### src/mio_pkg.sv
`default_nettype none
package mio_pkg;
    localparam int unsigned AXES = 8;
    localparam int unsigned SYNC_W = 54;
    // register byte offsets
    localparam logic [7:0] A_CFG = 8'h00;
    localparam logic [7:0] A_FAST = 8'h04;
    localparam logic [7:0] A_AXIS = 8'h08;
    localparam logic [7:0] A_PLUS = 8'h0C;
    localparam logic [7:0] A_MINUS = 8'h10;
    localparam logic [7:0] A_JLO = 8'h14;
    localparam logic [7:0] A_JHI = 8'h18;
    localparam logic [7:0] A_DIAG = 8'h1C;
    localparam logic [7:0] A_ISTAT = 8'h20;
    localparam logic [7:0] A_IMASK = 8'h24;
    localparam logic [7:0] A_INPOS = 8'h28;
    localparam logic [7:0] A_CTRL = 8'h2C;
    localparam logic [7:0] A_SCALE = 8'h30;
    localparam logic [2:0] A_FEED_BLK = 3'h2;
    localparam logic [2:0] A_GAIN_BLK = 3'h3;
    // interlock selection fields
    localparam int unsigned GLOBAL_LOCK_SELECT = 0;
    localparam int unsigned FAST_LOCK_SELECT = 1;
    localparam int unsigned PER_AXIS_LOCK_SELECT = 2;
    localparam int unsigned DIRECTIONAL_LOCK_SELECT = 3;
    localparam int unsigned FAST_INHIBIT_BIT = 6;
    // diagnostic bits, numbered as the diagnostic items
    localparam int unsigned DIAG_INPOS = 3;
    localparam int unsigned DIAG_LOCK = 5;
    localparam int unsigned DIAG_CLAMP = 12;
    localparam int unsigned DIAG_JOG_ZERO = 13;
    localparam int unsigned DIAG_RESET_WAIT = 14;
    localparam int unsigned DIAG_SEARCH = 15;
    // interrupt status bits
    localparam int unsigned EV_LOCK = 0;
    localparam int unsigned EV_JOG_ZERO = 1;
    localparam int unsigned EV_RESET_WAIT = 2;
    localparam int unsigned EV_INPOS_DONE = 3;
    // reset values and jog override decode codes
    localparam logic [7:0] CFG_RESET = 8'h00;
    localparam logic [15:0] INPOS_RESET = 16'h0010;
    localparam logic [15:0] GAIN_RESET = 16'h0BB8;
    localparam logic [15:0] FEED_RESET = 16'h0000;
    localparam logic [15:0] SCALE_ALL_ONES = 16'hFFFF;
    localparam logic [15:0] SCALE_ALL_ZEROS = 16'h0000;
    localparam logic [15:0] SCALE_UNITY = 16'h2710;
    localparam logic [SYNC_W-1:0] SYNC_IDLE = {1'b1, 8'hFF, 8'hFF, 16'h0000, 16'hFFFF, 5'h00};
endpackage
`default_nettype wire

### src/mio_interlock_top.sv
// Overview of operation
// RL1: in-position flag is 1 while any axis position error exceeds the in-position width.
// RL2: global active-low inhibit counts only when selection bit 0 is 0.
// RL3: fast active-low inhibit counts only when selection bit 1 is 1.
// RL4: with selection bit 2 at 0, axis inhibit bit n-1 stops axis n when low.
// RL5: direction inhibits count only when selection bit 3 is 0.
// RL6: global inhibit input is asserted when it reads 0.
// RL7: fast inhibit is bit 6 of the fast input byte, asserted at 0.
// RL8: plus and minus inhibit bytes, bit n-1 per axis n, asserted at 1.
// RL9: override word is high byte over low byte; all-ones and all-zeros mean 0%.
// RL10: override is the inverted word in 0.01% steps; 0xD8EF gives 100.00%.
// RL11: diagnostic item 13 is 1 exactly while the decoded jog override is zero.
// RL12: diagnostic item 14 is 1 while reset, emergency stop or rewind request stands.
// RL13: no jog or automatic motion while the reset state lasts.
// RL14: diagnostic items 12 and 15 report clamp wait and program search.
// RL15: per-axis jog feedrate in mm/min is the base that the override scales.
// RL16: per-axis servo loop gain setting, normal value 3000.
// RL17: diagnostic item 5 is 1 while any enabled interlock holds motion.
// RL18: enabled asserted inhibits stop their axis and direction; release resumes motion.
//
// Register access over Wishbone and the register addresses are this design's own decisions.
`default_nettype none
module mio_interlock_top (
    input wire logic CLK,
    input wire logic RESETN,
    input wire logic [7:0] ADR_I,
    input wire logic [31:0] DAT_I,
    input wire logic WE_I,
    input wire logic [3:0] SEL_I,
    input wire logic STB_I,
    input wire logic CYC_I,
    output logic ACK_O,
    output logic [31:0] DAT_O,
    output logic IRQ_O,
    input wire logic GLOBAL_MOTION_INHIBIT_N,
    input wire logic [7:0] FAST_INHIBIT_INPUTS,
    input wire logic [7:0] AXIS_MOTION_INHIBIT_N,
    input wire logic [7:0] PLUS_DIRECTION_INHIBIT,
    input wire logic [7:0] MINUS_DIRECTION_INHIBIT,
    input wire logic [7:0] JOG_RATE_SCALE_N_LOW,
    input wire logic [7:0] JOG_RATE_SCALE_N_HIGH,
    input wire logic RESET_REQUEST,
    input wire logic EMERGENCY_STOP_REQUEST,
    input wire logic REWIND_RESET_REQUEST,
    input wire logic CLAMP_WAIT,
    input wire logic PROGRAM_SEARCH_ACTIVE,
    input wire logic [127:0] POS_ERROR,
    output logic [7:0] AXIS_PLUS_ENABLE,
    output logic [7:0] AXIS_MINUS_ENABLE,
    output logic [15:0] JOG_SCALE,
    output logic [31:0] JOG_FEED_PRODUCT,
    output logic [15:0] DIAG_STATUS
);

    function automatic logic [15:0] scale_of(input logic [15:0] w);
        if (w == mio_pkg::SCALE_ALL_ONES || w == mio_pkg::SCALE_ALL_ZEROS) begin
            return mio_pkg::SCALE_ALL_ZEROS;
        end
        return ~w;
    endfunction

    function automatic logic [15:0] lane16(input logic [15:0] old, input logic [31:0] d, input logic [3:0] sel);
        return {sel[1] ? d[15:8] : old[15:8], sel[0] ? d[7:0] : old[7:0]};
    endfunction

    // pin synchroniser; only the second stage is read
    logic [mio_pkg::SYNC_W-1:0] sync1_reg, sync2_reg;
    logic [mio_pkg::SYNC_W-1:0] pins;
    assign pins = {GLOBAL_MOTION_INHIBIT_N, FAST_INHIBIT_INPUTS, AXIS_MOTION_INHIBIT_N,
        PLUS_DIRECTION_INHIBIT, MINUS_DIRECTION_INHIBIT, JOG_RATE_SCALE_N_LOW,
        JOG_RATE_SCALE_N_HIGH, RESET_REQUEST, EMERGENCY_STOP_REQUEST, REWIND_RESET_REQUEST,
        CLAMP_WAIT, PROGRAM_SEARCH_ACTIVE};

    logic global_n;
    logic [7:0] fast_in, axis_n, plus_in, minus_in, jog_lo, jog_hi;
    logic reset_req, estop_req, rewind_req, clamp_in, search_in;
    assign global_n = sync2_reg[53];
    assign fast_in = sync2_reg[52:45];
    assign axis_n = sync2_reg[44:37];
    assign plus_in = sync2_reg[36:29];
    assign minus_in = sync2_reg[28:21];
    assign jog_lo = sync2_reg[20:13];
    assign jog_hi = sync2_reg[12:5];
    assign reset_req = sync2_reg[4];
    assign estop_req = sync2_reg[3];
    assign rewind_req = sync2_reg[2];
    assign clamp_in = sync2_reg[1];
    assign search_in = sync2_reg[0];

    // software state
    logic [7:0] cfg_reg, cfg_next;
    logic [15:0] inpos_reg, inpos_next;
    logic [2:0] axis_sel_reg, axis_sel_next;
    logic [3:0] mask_reg, mask_next;
    logic [3:0] stat_reg, stat_next;
    logic [15:0] feed_reg [mio_pkg::AXES];
    logic [15:0] feed_next [mio_pkg::AXES];
    logic [15:0] gain_reg [mio_pkg::AXES];
    logic [15:0] gain_next [mio_pkg::AXES];
    logic ack_reg, ack_next;
    logic [31:0] dat_reg, dat_next;
    logic irq_reg, irq_next;

    // motion state
    logic [7:0] plus_en_reg, plus_en_next, minus_en_reg, minus_en_next;
    logic [15:0] scale_reg, scale_next;
    logic [31:0] product_reg, product_next;
    logic [15:0] diag_reg, diag_next;

    logic reset_wait, global_hold, any_lock, inpos_wait;
    logic [7:0] axis_hold, plus_hold, minus_hold;
    logic [3:0] events;

    always_comb begin
        reset_wait = reset_req | estop_req | rewind_req; // see RL12
        global_hold = (~cfg_reg[mio_pkg::GLOBAL_LOCK_SELECT] & ~global_n) // see RL2 see RL6
            | (cfg_reg[mio_pkg::FAST_LOCK_SELECT] & ~fast_in[mio_pkg::FAST_INHIBIT_BIT]); // see RL3 see RL7
        axis_hold = cfg_reg[mio_pkg::PER_AXIS_LOCK_SELECT] ? 8'h00 : ~axis_n; // see RL4
        plus_hold = cfg_reg[mio_pkg::DIRECTIONAL_LOCK_SELECT] ? 8'h00 : plus_in; // see RL5 see RL8
        minus_hold = cfg_reg[mio_pkg::DIRECTIONAL_LOCK_SELECT] ? 8'h00 : minus_in;
        // reset state is left out of the interlock flag on purpose
        any_lock = global_hold | (|axis_hold) | (|plus_hold) | (|minus_hold);
        // reset state overrides every other qualification
        if (global_hold || reset_wait) begin // see RL13
            plus_en_next = 8'h00;
            minus_en_next = 8'h00;
        end else begin
            plus_en_next = ~(axis_hold | plus_hold); // see RL18
            minus_en_next = ~(axis_hold | minus_hold);
        end
        scale_next = scale_of({jog_hi, jog_lo}); // see RL9 see RL10
        // base rate times override, in mm/min x 0.01 %; avoids a divider in the loop
        product_next = feed_reg[axis_sel_reg] * scale_reg; // see RL15
        // a single axis outside its window is enough to hold the flag
        inpos_wait = 1'b0;
        for (int i = 0; i < mio_pkg::AXES; i++) begin
            if (POS_ERROR[16*i +: 16] > inpos_reg) begin // see RL1
                inpos_wait = 1'b1;
            end
        end
        diag_next = 16'h0000;
        diag_next[mio_pkg::DIAG_INPOS] = inpos_wait; // see RL1
        diag_next[mio_pkg::DIAG_LOCK] = any_lock; // see RL17
        diag_next[mio_pkg::DIAG_CLAMP] = clamp_in; // see RL14
        diag_next[mio_pkg::DIAG_JOG_ZERO] = (scale_next == mio_pkg::SCALE_ALL_ZEROS); // see RL11
        diag_next[mio_pkg::DIAG_RESET_WAIT] = reset_wait; // see RL12
        diag_next[mio_pkg::DIAG_SEARCH] = search_in; // see RL14
        // events compare the new flag values with the registered ones
        events = 4'h0;
        events[mio_pkg::EV_LOCK] = any_lock & ~diag_reg[mio_pkg::DIAG_LOCK];
        events[mio_pkg::EV_JOG_ZERO] = diag_next[mio_pkg::DIAG_JOG_ZERO] & ~diag_reg[mio_pkg::DIAG_JOG_ZERO];
        events[mio_pkg::EV_RESET_WAIT] = reset_wait & ~diag_reg[mio_pkg::DIAG_RESET_WAIT];
        events[mio_pkg::EV_INPOS_DONE] = ~inpos_wait & diag_reg[mio_pkg::DIAG_INPOS];
    end

    logic req, wr;
    logic [2:0] idx;
    logic [31:0] rd;

    always_comb begin
        req = CYC_I & STB_I;
        // one-cycle ack; a request held past it is answered again two cycles later
        ack_next = req & ~ack_reg;
        // the write lands on the edge where the master samples ack
        wr = req & WE_I & ack_reg;
        idx = ADR_I[4:2];
        cfg_next = cfg_reg;
        inpos_next = inpos_reg;
        axis_sel_next = axis_sel_reg;
        mask_next = mask_reg;
        stat_next = stat_reg;
        for (int i = 0; i < mio_pkg::AXES; i++) begin
            feed_next[i] = feed_reg[i];
            gain_next[i] = gain_reg[i];
        end
        if (wr) begin
            if (ADR_I == mio_pkg::A_CFG && SEL_I[0]) begin
                cfg_next = DAT_I[7:0];
            end
            if (ADR_I == mio_pkg::A_IMASK && SEL_I[0]) begin
                mask_next = DAT_I[3:0];
            end
            if (ADR_I == mio_pkg::A_ISTAT && SEL_I[0]) begin
                stat_next = stat_reg & ~DAT_I[3:0];
            end
            if (ADR_I == mio_pkg::A_CTRL && SEL_I[0]) begin
                axis_sel_next = DAT_I[2:0];
            end
            if (ADR_I == mio_pkg::A_INPOS) begin
                inpos_next = lane16(inpos_reg, DAT_I, SEL_I);
            end
            if (ADR_I[7:5] == mio_pkg::A_FEED_BLK && ADR_I[1:0] == 2'h0) begin
                feed_next[idx] = lane16(feed_reg[idx], DAT_I, SEL_I); // see RL15
            end
            if (ADR_I[7:5] == mio_pkg::A_GAIN_BLK && ADR_I[1:0] == 2'h0) begin
                gain_next[idx] = lane16(gain_reg[idx], DAT_I, SEL_I); // see RL16
            end
        end
        // a new event wins over a clear in the same cycle
        stat_next = stat_next | events;
        irq_next = |(stat_next & mask_next);
        rd = 32'h0000_0000;
        unique case (ADR_I)
            mio_pkg::A_CFG: rd[7:0] = cfg_reg;
            mio_pkg::A_FAST: rd[7:0] = fast_in;
            mio_pkg::A_AXIS: rd[7:0] = axis_n;
            mio_pkg::A_PLUS: rd[7:0] = plus_in;
            mio_pkg::A_MINUS: rd[7:0] = minus_in;
            mio_pkg::A_JLO: rd[7:0] = jog_lo;
            mio_pkg::A_JHI: rd[7:0] = jog_hi;
            mio_pkg::A_DIAG: rd[15:0] = diag_reg;
            mio_pkg::A_ISTAT: rd[3:0] = stat_reg;
            mio_pkg::A_IMASK: rd[3:0] = mask_reg;
            mio_pkg::A_INPOS: rd[15:0] = inpos_reg;
            mio_pkg::A_CTRL: rd[2:0] = axis_sel_reg;
            mio_pkg::A_SCALE: rd[15:0] = scale_reg;
            default: begin
                if (ADR_I[7:5] == mio_pkg::A_FEED_BLK && ADR_I[1:0] == 2'h0) begin
                    rd[15:0] = feed_reg[idx];
                end else if (ADR_I[7:5] == mio_pkg::A_GAIN_BLK && ADR_I[1:0] == 2'h0) begin
                    rd[15:0] = gain_reg[idx];
                end
            end
        endcase
        // read data stands only with ack, so the bus idles at zero
        dat_next = ack_next ? rd : 32'h0000_0000;
    end

    always_ff @(posedge CLK or negedge RESETN) begin
        if (!RESETN) begin
            sync1_reg <= mio_pkg::SYNC_IDLE;
            sync2_reg <= mio_pkg::SYNC_IDLE;
            cfg_reg <= mio_pkg::CFG_RESET;
            inpos_reg <= mio_pkg::INPOS_RESET;
            axis_sel_reg <= 3'h0;
            mask_reg <= 4'h0;
            stat_reg <= 4'h0;
            for (int i = 0; i < mio_pkg::AXES; i++) begin
                feed_reg[i] <= mio_pkg::FEED_RESET;
                gain_reg[i] <= mio_pkg::GAIN_RESET; // see RL16
            end
            ack_reg <= 1'b0;
            dat_reg <= 32'h0000_0000;
            irq_reg <= 1'b0;
            plus_en_reg <= 8'h00;
            minus_en_reg <= 8'h00;
            scale_reg <= 16'h0000;
            product_reg <= 32'h0000_0000;
            diag_reg <= 16'h0000;
        end else begin
            sync1_reg <= pins;
            sync2_reg <= sync1_reg;
            cfg_reg <= cfg_next;
            inpos_reg <= inpos_next;
            axis_sel_reg <= axis_sel_next;
            mask_reg <= mask_next;
            stat_reg <= stat_next;
            for (int i = 0; i < mio_pkg::AXES; i++) begin
                feed_reg[i] <= feed_next[i];
                gain_reg[i] <= gain_next[i];
            end
            ack_reg <= ack_next;
            dat_reg <= dat_next;
            irq_reg <= irq_next;
            plus_en_reg <= plus_en_next;
            minus_en_reg <= minus_en_next;
            scale_reg <= scale_next;
            product_reg <= product_next;
            diag_reg <= diag_next;
        end
    end

    assign ACK_O = ack_reg;
    assign DAT_O = dat_reg;
    assign IRQ_O = irq_reg;
    assign AXIS_PLUS_ENABLE = plus_en_reg;
    assign AXIS_MINUS_ENABLE = minus_en_reg;
    assign JOG_SCALE = scale_reg;
    assign JOG_FEED_PRODUCT = product_reg;
    assign DIAG_STATUS = diag_reg;
endmodule // mio_interlock_top
`default_nettype wire

### config.mk
export PLATFORM = sky130hd
export DESIGN_NAME = mio_interlock_top
export DESIGN_NICKNAME = d
export VERILOG_FILES = /design/src/mio_pkg.sv /design/src/mio_interlock_top.sv
export SDC_FILE = /design/constraint.sdc
export NUM_CORES = 2
export LEC_CHECK = 0
export BUFFER_PORTS_ARGS = -buffer_cell sky130_fd_sc_hd__buf_2
export CAP_MARGIN = 30
export CORE_MARGIN = 2
export CORE_UTILIZATION = 60
export DETAILED_ROUTE_END_ITERATION = 10
export HOLD_SLACK_MARGIN = 0.15
export PLACE_DENSITY = 0.91
export REMOVE_ABC_BUFFERS = 1
export SETUP_SLACK_MARGIN = 0.4
export SYNTH_ARGS = -nofsm -noshare
export SYNTH_HDL_FRONTEND = slang
export SYNTH_SLANG_ARGS = --single-unit
### constraint.sdc
create_clock -name CLK -period 9.7 [get_ports CLK]
set_clock_uncertainty 0.05 [all_clocks]
set_input_delay 1.94 -clock CLK [delete_from_list [all_inputs] [get_ports CLK]]
set_output_delay 1.94 -clock CLK [all_outputs]
set_load 0.005 [all_outputs]
==> flow_summary.rst <==
.. list-table::
   :header-rows: 1

   * - Metric
     - Value
   * - Number of vias in the routed layout
     - 24,066
   * - Via count of the first global-routing pass
     - 25,566
   * - Worst hold margin
     - 282 ps
   * - Comb power frac
     - 0.069
   * - Hold_sp
     - sync2_reg[0]$_DFF_PN0_
   * - R2R setup slack
     - 1390 ps
   * - Placer congestion estimate
     - 0.987
   * - Power after layout
     - 4.59 mW
   * - Post-CTS Hold Buffers
     - 0
   * - Max Transition Viols Final
     - 0
   * - Start of the worst register-to-register path
     - axis_sel_reg[0]$_DFFE_PN0P_
   * - Max clock buf depth
     - 3
   * - Amount of wire on met2 after detailed routing
     - 46,200 um
   * - Crit path kind
     - reg -> reg
   * - Port Buffer Count
     - 300
   * - Die outline height
     - 235 um
   * - Internal power
     - 3.43 mW
   * - Transition at the pin with the smallest max-transition slack
     - 1120 ps
   * - Top achievable clock speed
     - 120 MHz
   * - Clock period minus worst slack
     - 8310 ps
   * - Total iterations of the first detailed-routing run
     - 10
   * - Critical path data arrival time
     - 8760 ps
   * - Sequential Power Share
     - 0.463
   * - Fraction of registers with async set or reset after synthesis
     - 1.00
   * - Post-DRT Antenna Nets
     - 0
   * - Overflow left after global routing
     - 0
   * - Number of max-cap violations
     - 0
   * - Layout filler cell count
     - 3,273
   * - Capturing element type of the critical path
     - flop
   * - Fraction of layout cells with a size suffix above 1
     - 0.334
   * - Unrepaired setup endpoints after global routing
     - no
   * - Total number of yosys warnings
     - 0
   * - Violation count after the first detailed-routing iteration
     - 3,420
   * - Most used flip-flop cell after synthesis
     - dfrtp_1
   * - Cell Area, Synth
     - 0.0320 mm^2
   * - Vias per inst
     - 6.54
   * - Fraction of power consumed by the clock network
     - 0.468
   * - Area enclosed by the die boundary
     - 0.0551 mm^2
   * - Standard cell core area
     - 0.0527 mm^2
   * - H-Tree Depth
     - 2
   * - Average wire length per cell after detail routing
     - 26.3 um
   * - TritonCTS clock tree
     - built
   * - Final-report hold violation count
     - 0
   * - Highest metal layer used by the detailed router
     - met5
   * - Pin count of the biggest net entering global routing
     - 198
   * - Insertion delay to the later sink of the worst-skew pair
     - 680 ps
   * - Hold Crit Endpoint
     - DIAG_STATUS[15]$_DFF_PN0_
   * - Synthesized flop and latch total
     - 487
   * - Slew headroom
     - 0.251
   * - Count of boundary I/O pins
     - 345
   * - Switching power summed over all nets
     - 1.16 mW
   * - Initial antenna violation count
     - 20
   * - Total wire length
     - 96,900 um
   * - Sink Count
     - 487
   * - Crit Reg-Reg Endpoint
     - JOG_FEED_PRODUCT[30]$_DFF_PN0_
   * - Static leakage
     - 17.7 nW
   * - Post-cts sizing count
     - 0
   * - Final TNS setup
     - 0 ps
   * - TritonCTS Buffers
     - 50
   * - Switching part of the total
     - 0.252
   * - Outcome
     - completed
   * - Startpoint types
     - flop
   * - Number of placement rows
     - 84
   * - Area growth from synthesis to final layout
     - 13.4%
   * - Number of enable-type register cells in the synthesized netlist
     - 0
   * - Final net count
     - 3,590
   * - Worst hold path stage count
     - 0
   * - Class of the worst hold path
     - reg -> reg
   * - WP data required
     - 10,150 ps
   * - Crit Path Max Fanout
     - 25
   * - Clock tree root buffer cell
     - clkbuf_16
   * - Final worst-path cycle share
     - 0.857
   * - Sequential share of the synthesized area
     - 0.386
   * - Distinct cell type count after synthesis
     - 80
   * - Highest ir drop seen on vdd
     - 0.147 mV
   * - Effective utilization at floorplan
     - 0.607
   * - Wire length of the first global-routing pass
     - 147,000 um
   * - Cell count after synthesis
     - 2,648
   * - Depth of the worst register-to-register path
     - 22
   * - Total routing usage reported by global routing
     - 0.345
   * - DRC viols
     - 0
   * - Horiz. Die Dim
     - 235 um
   * - HPWL after detailed placement
     - 64,400 um
   * - Average footprint of a synthesized cell
     - 12.1 um^2
   * - Post-CTS Repair Setup Buffers
     - 0
   * - Met3 Wirelength
     - 10,800 um
   * - Power per cell area
     - 127 mW/mm^2
   * - Clk pin slew, worst setup/hold paths
     - 70 ps
   * - Final number of setup-violating endpoints
     - 0
   * - WL met1
     - 33,600 um
[worst max-delay path by stage]
| stage | slack [ps] | startpoint | end |
|---|---|---|---|
| after floorplan | 1920 | axis_sel_reg[0]$_DFFE_PN0P_ | JOG_FEED_PRODUCT[30]$_DFF_PN0_ |
| after global placement | 1680 | axis_sel_reg[0]$_DFFE_PN0P_ | JOG_FEED_PRODUCT[30]$_DFF_PN0_ |
| after detailed placement | 1540 | axis_sel_reg[0]$_DFFE_PN0P_ | JOG_FEED_PRODUCT[30]$_DFF_PN0_ |
| after CTS | 1430 | axis_sel_reg[0]$_DFFE_PN0P_ | JOG_FEED_PRODUCT[30]$_DFF_PN0_ |
| after global routing | 1010 | axis_sel_reg[0]$_DFFE_PN0P_ | JOG_FEED_PRODUCT[31]$_DFF_PN0_ |
| final | 1390 | axis_sel_reg[0]$_DFFE_PN0P_ | JOG_FEED_PRODUCT[30]$_DFF_PN0_ |
[critical path, stage by stage, from the launching register on]
cell and delay (ps):
dfrtp_2 930, buf_4 380, mux4_2 550, mux2_2 480
nand2_1 190, fa_1 470, fa_1 580, fa_1 450
fa_1 550, inv_1 50, fa_1 480, inv_1 50
fa_1 480, inv_1 50, ha_1 380, nand4_1 190
nor4b_2 70, nor3_2 430, a21oi_2 200, a221o_2 460
a21oi_1 240, nor2_1 80, or3_1 340
[stage by stage]
step	util	setup slack [ps]	cell area, um^2	instances
after floorplan	-	1920	31400	2546
after global placement	0.645	1680	33900	3548
after detailed placement	0.649	1540	34100	3559
after CTS	0.683	1430	36000	3653
after global routing	0.689	1010	36300	3678
final	0.689	1390	36300	3680
[power groups by stage]
stage / Sequential [mW] / Combinational, mW / Clock, mW
floorplan: 2.13 / 0.122 / 0
global placement: 2.16 / 0.278 / 0
detailed placement: 2.16 / 0.293 / 0
CTS: 2.13 / 0.297 / 2.14
global route: 2.12 / 0.346 / 2.25
finish: 2.12 / 0.316 / 2.15
[cells by family (layout without fill, tap and decap cells)]
kind of cell | after synthesis | count (layout) | share of synthesized area
adders and majority gates | 426 | 426 | 0.212
muxes | 431 | 431 | 0.185
and+or+nand+nor | 563 | 563 | 0.0907
buffers and inverters | 404 | 706 | 0.0526
AOI/OAI and AO/OA | 310 | 310 | 0.0663
other | 1 | 43 | 0.000117
DFF | 487 | 487 | 0.386
xor gates and xnor gates | 26 | 26 | 0.00712
[final cells by class]
cell class	instances	area, um^2	area share
clock inverters	29	438	0.0121
clock buffers	65	1390	0.0383
repair buffers	335	2110	0.0581
multi-input cells	1782	18100	0.498
well taps	688	861	0.0237
diodes	17	42.5	0.00117
flip-flops and latches	487	12300	0.340
inverters	277	1040	0.0287
[cells in the final DEF (no fill, tap or decap), types with 39 or more instances in the layout]
cell type,count
dfrtp_1,362
mux2_2,317
fa_1,194
mux4_2,96
nor2_1,110
dfstp_2,123
inv_1,277
ha_1,232
buf_2,298
nor2b_1,39
clkbuf_16,50
a21oi_1,108
nand2_1,164
and2_1,114
[synthesized netlist by cell type, types with 7 or more instances]
cell      count  share of area
o211ai_1     17         0.0040
nand3_1      25         0.0039
dfstp_2     123           0.10
buf_2        22         0.0034
mux2_2      317           0.11
a22oi_1      14         0.0033
xor2_1        7         0.0019
buf_4        36         0.0085
and3_1       13         0.0025
nand2b_1     17         0.0033
o21ai_0      35         0.0055
a211oi_1     10         0.0023
dfrtp_1     364           0.28
nor2_2       10         0.0020
a21o_1       33         0.0077
clkbuf_1     61         0.0072
nor4_1        9         0.0018
nand4_1      24         0.0047
inv_1       277          0.033
nor2b_1      40         0.0078
fa_1        194           0.12
mux4_2       96          0.068
a221oi_1     13         0.0036
mux2i_1      18         0.0056
ha_1        232          0.091
a22o_1        9         0.0025
nand2_1     164          0.019
nor2_1      110          0.013
a21oi_1     108          0.017
a222oi_1     14         0.0044
xnor2_1      19         0.0052
and2_1      114          0.022
nor3_1        8         0.0013
[metal layers]
| layer | vias to the layer above | global-route usage |
|---|---|---|
| met4 | 10 | 0.193 |
| met2 | 1758 | 0.555 |
| met1 | 11991 | 0.426 |
| met5 | - | 0 |
| li1 | 9741 | - |
| met3 | 566 | 0.0905 |
Power figures use the tool's default switching activity.
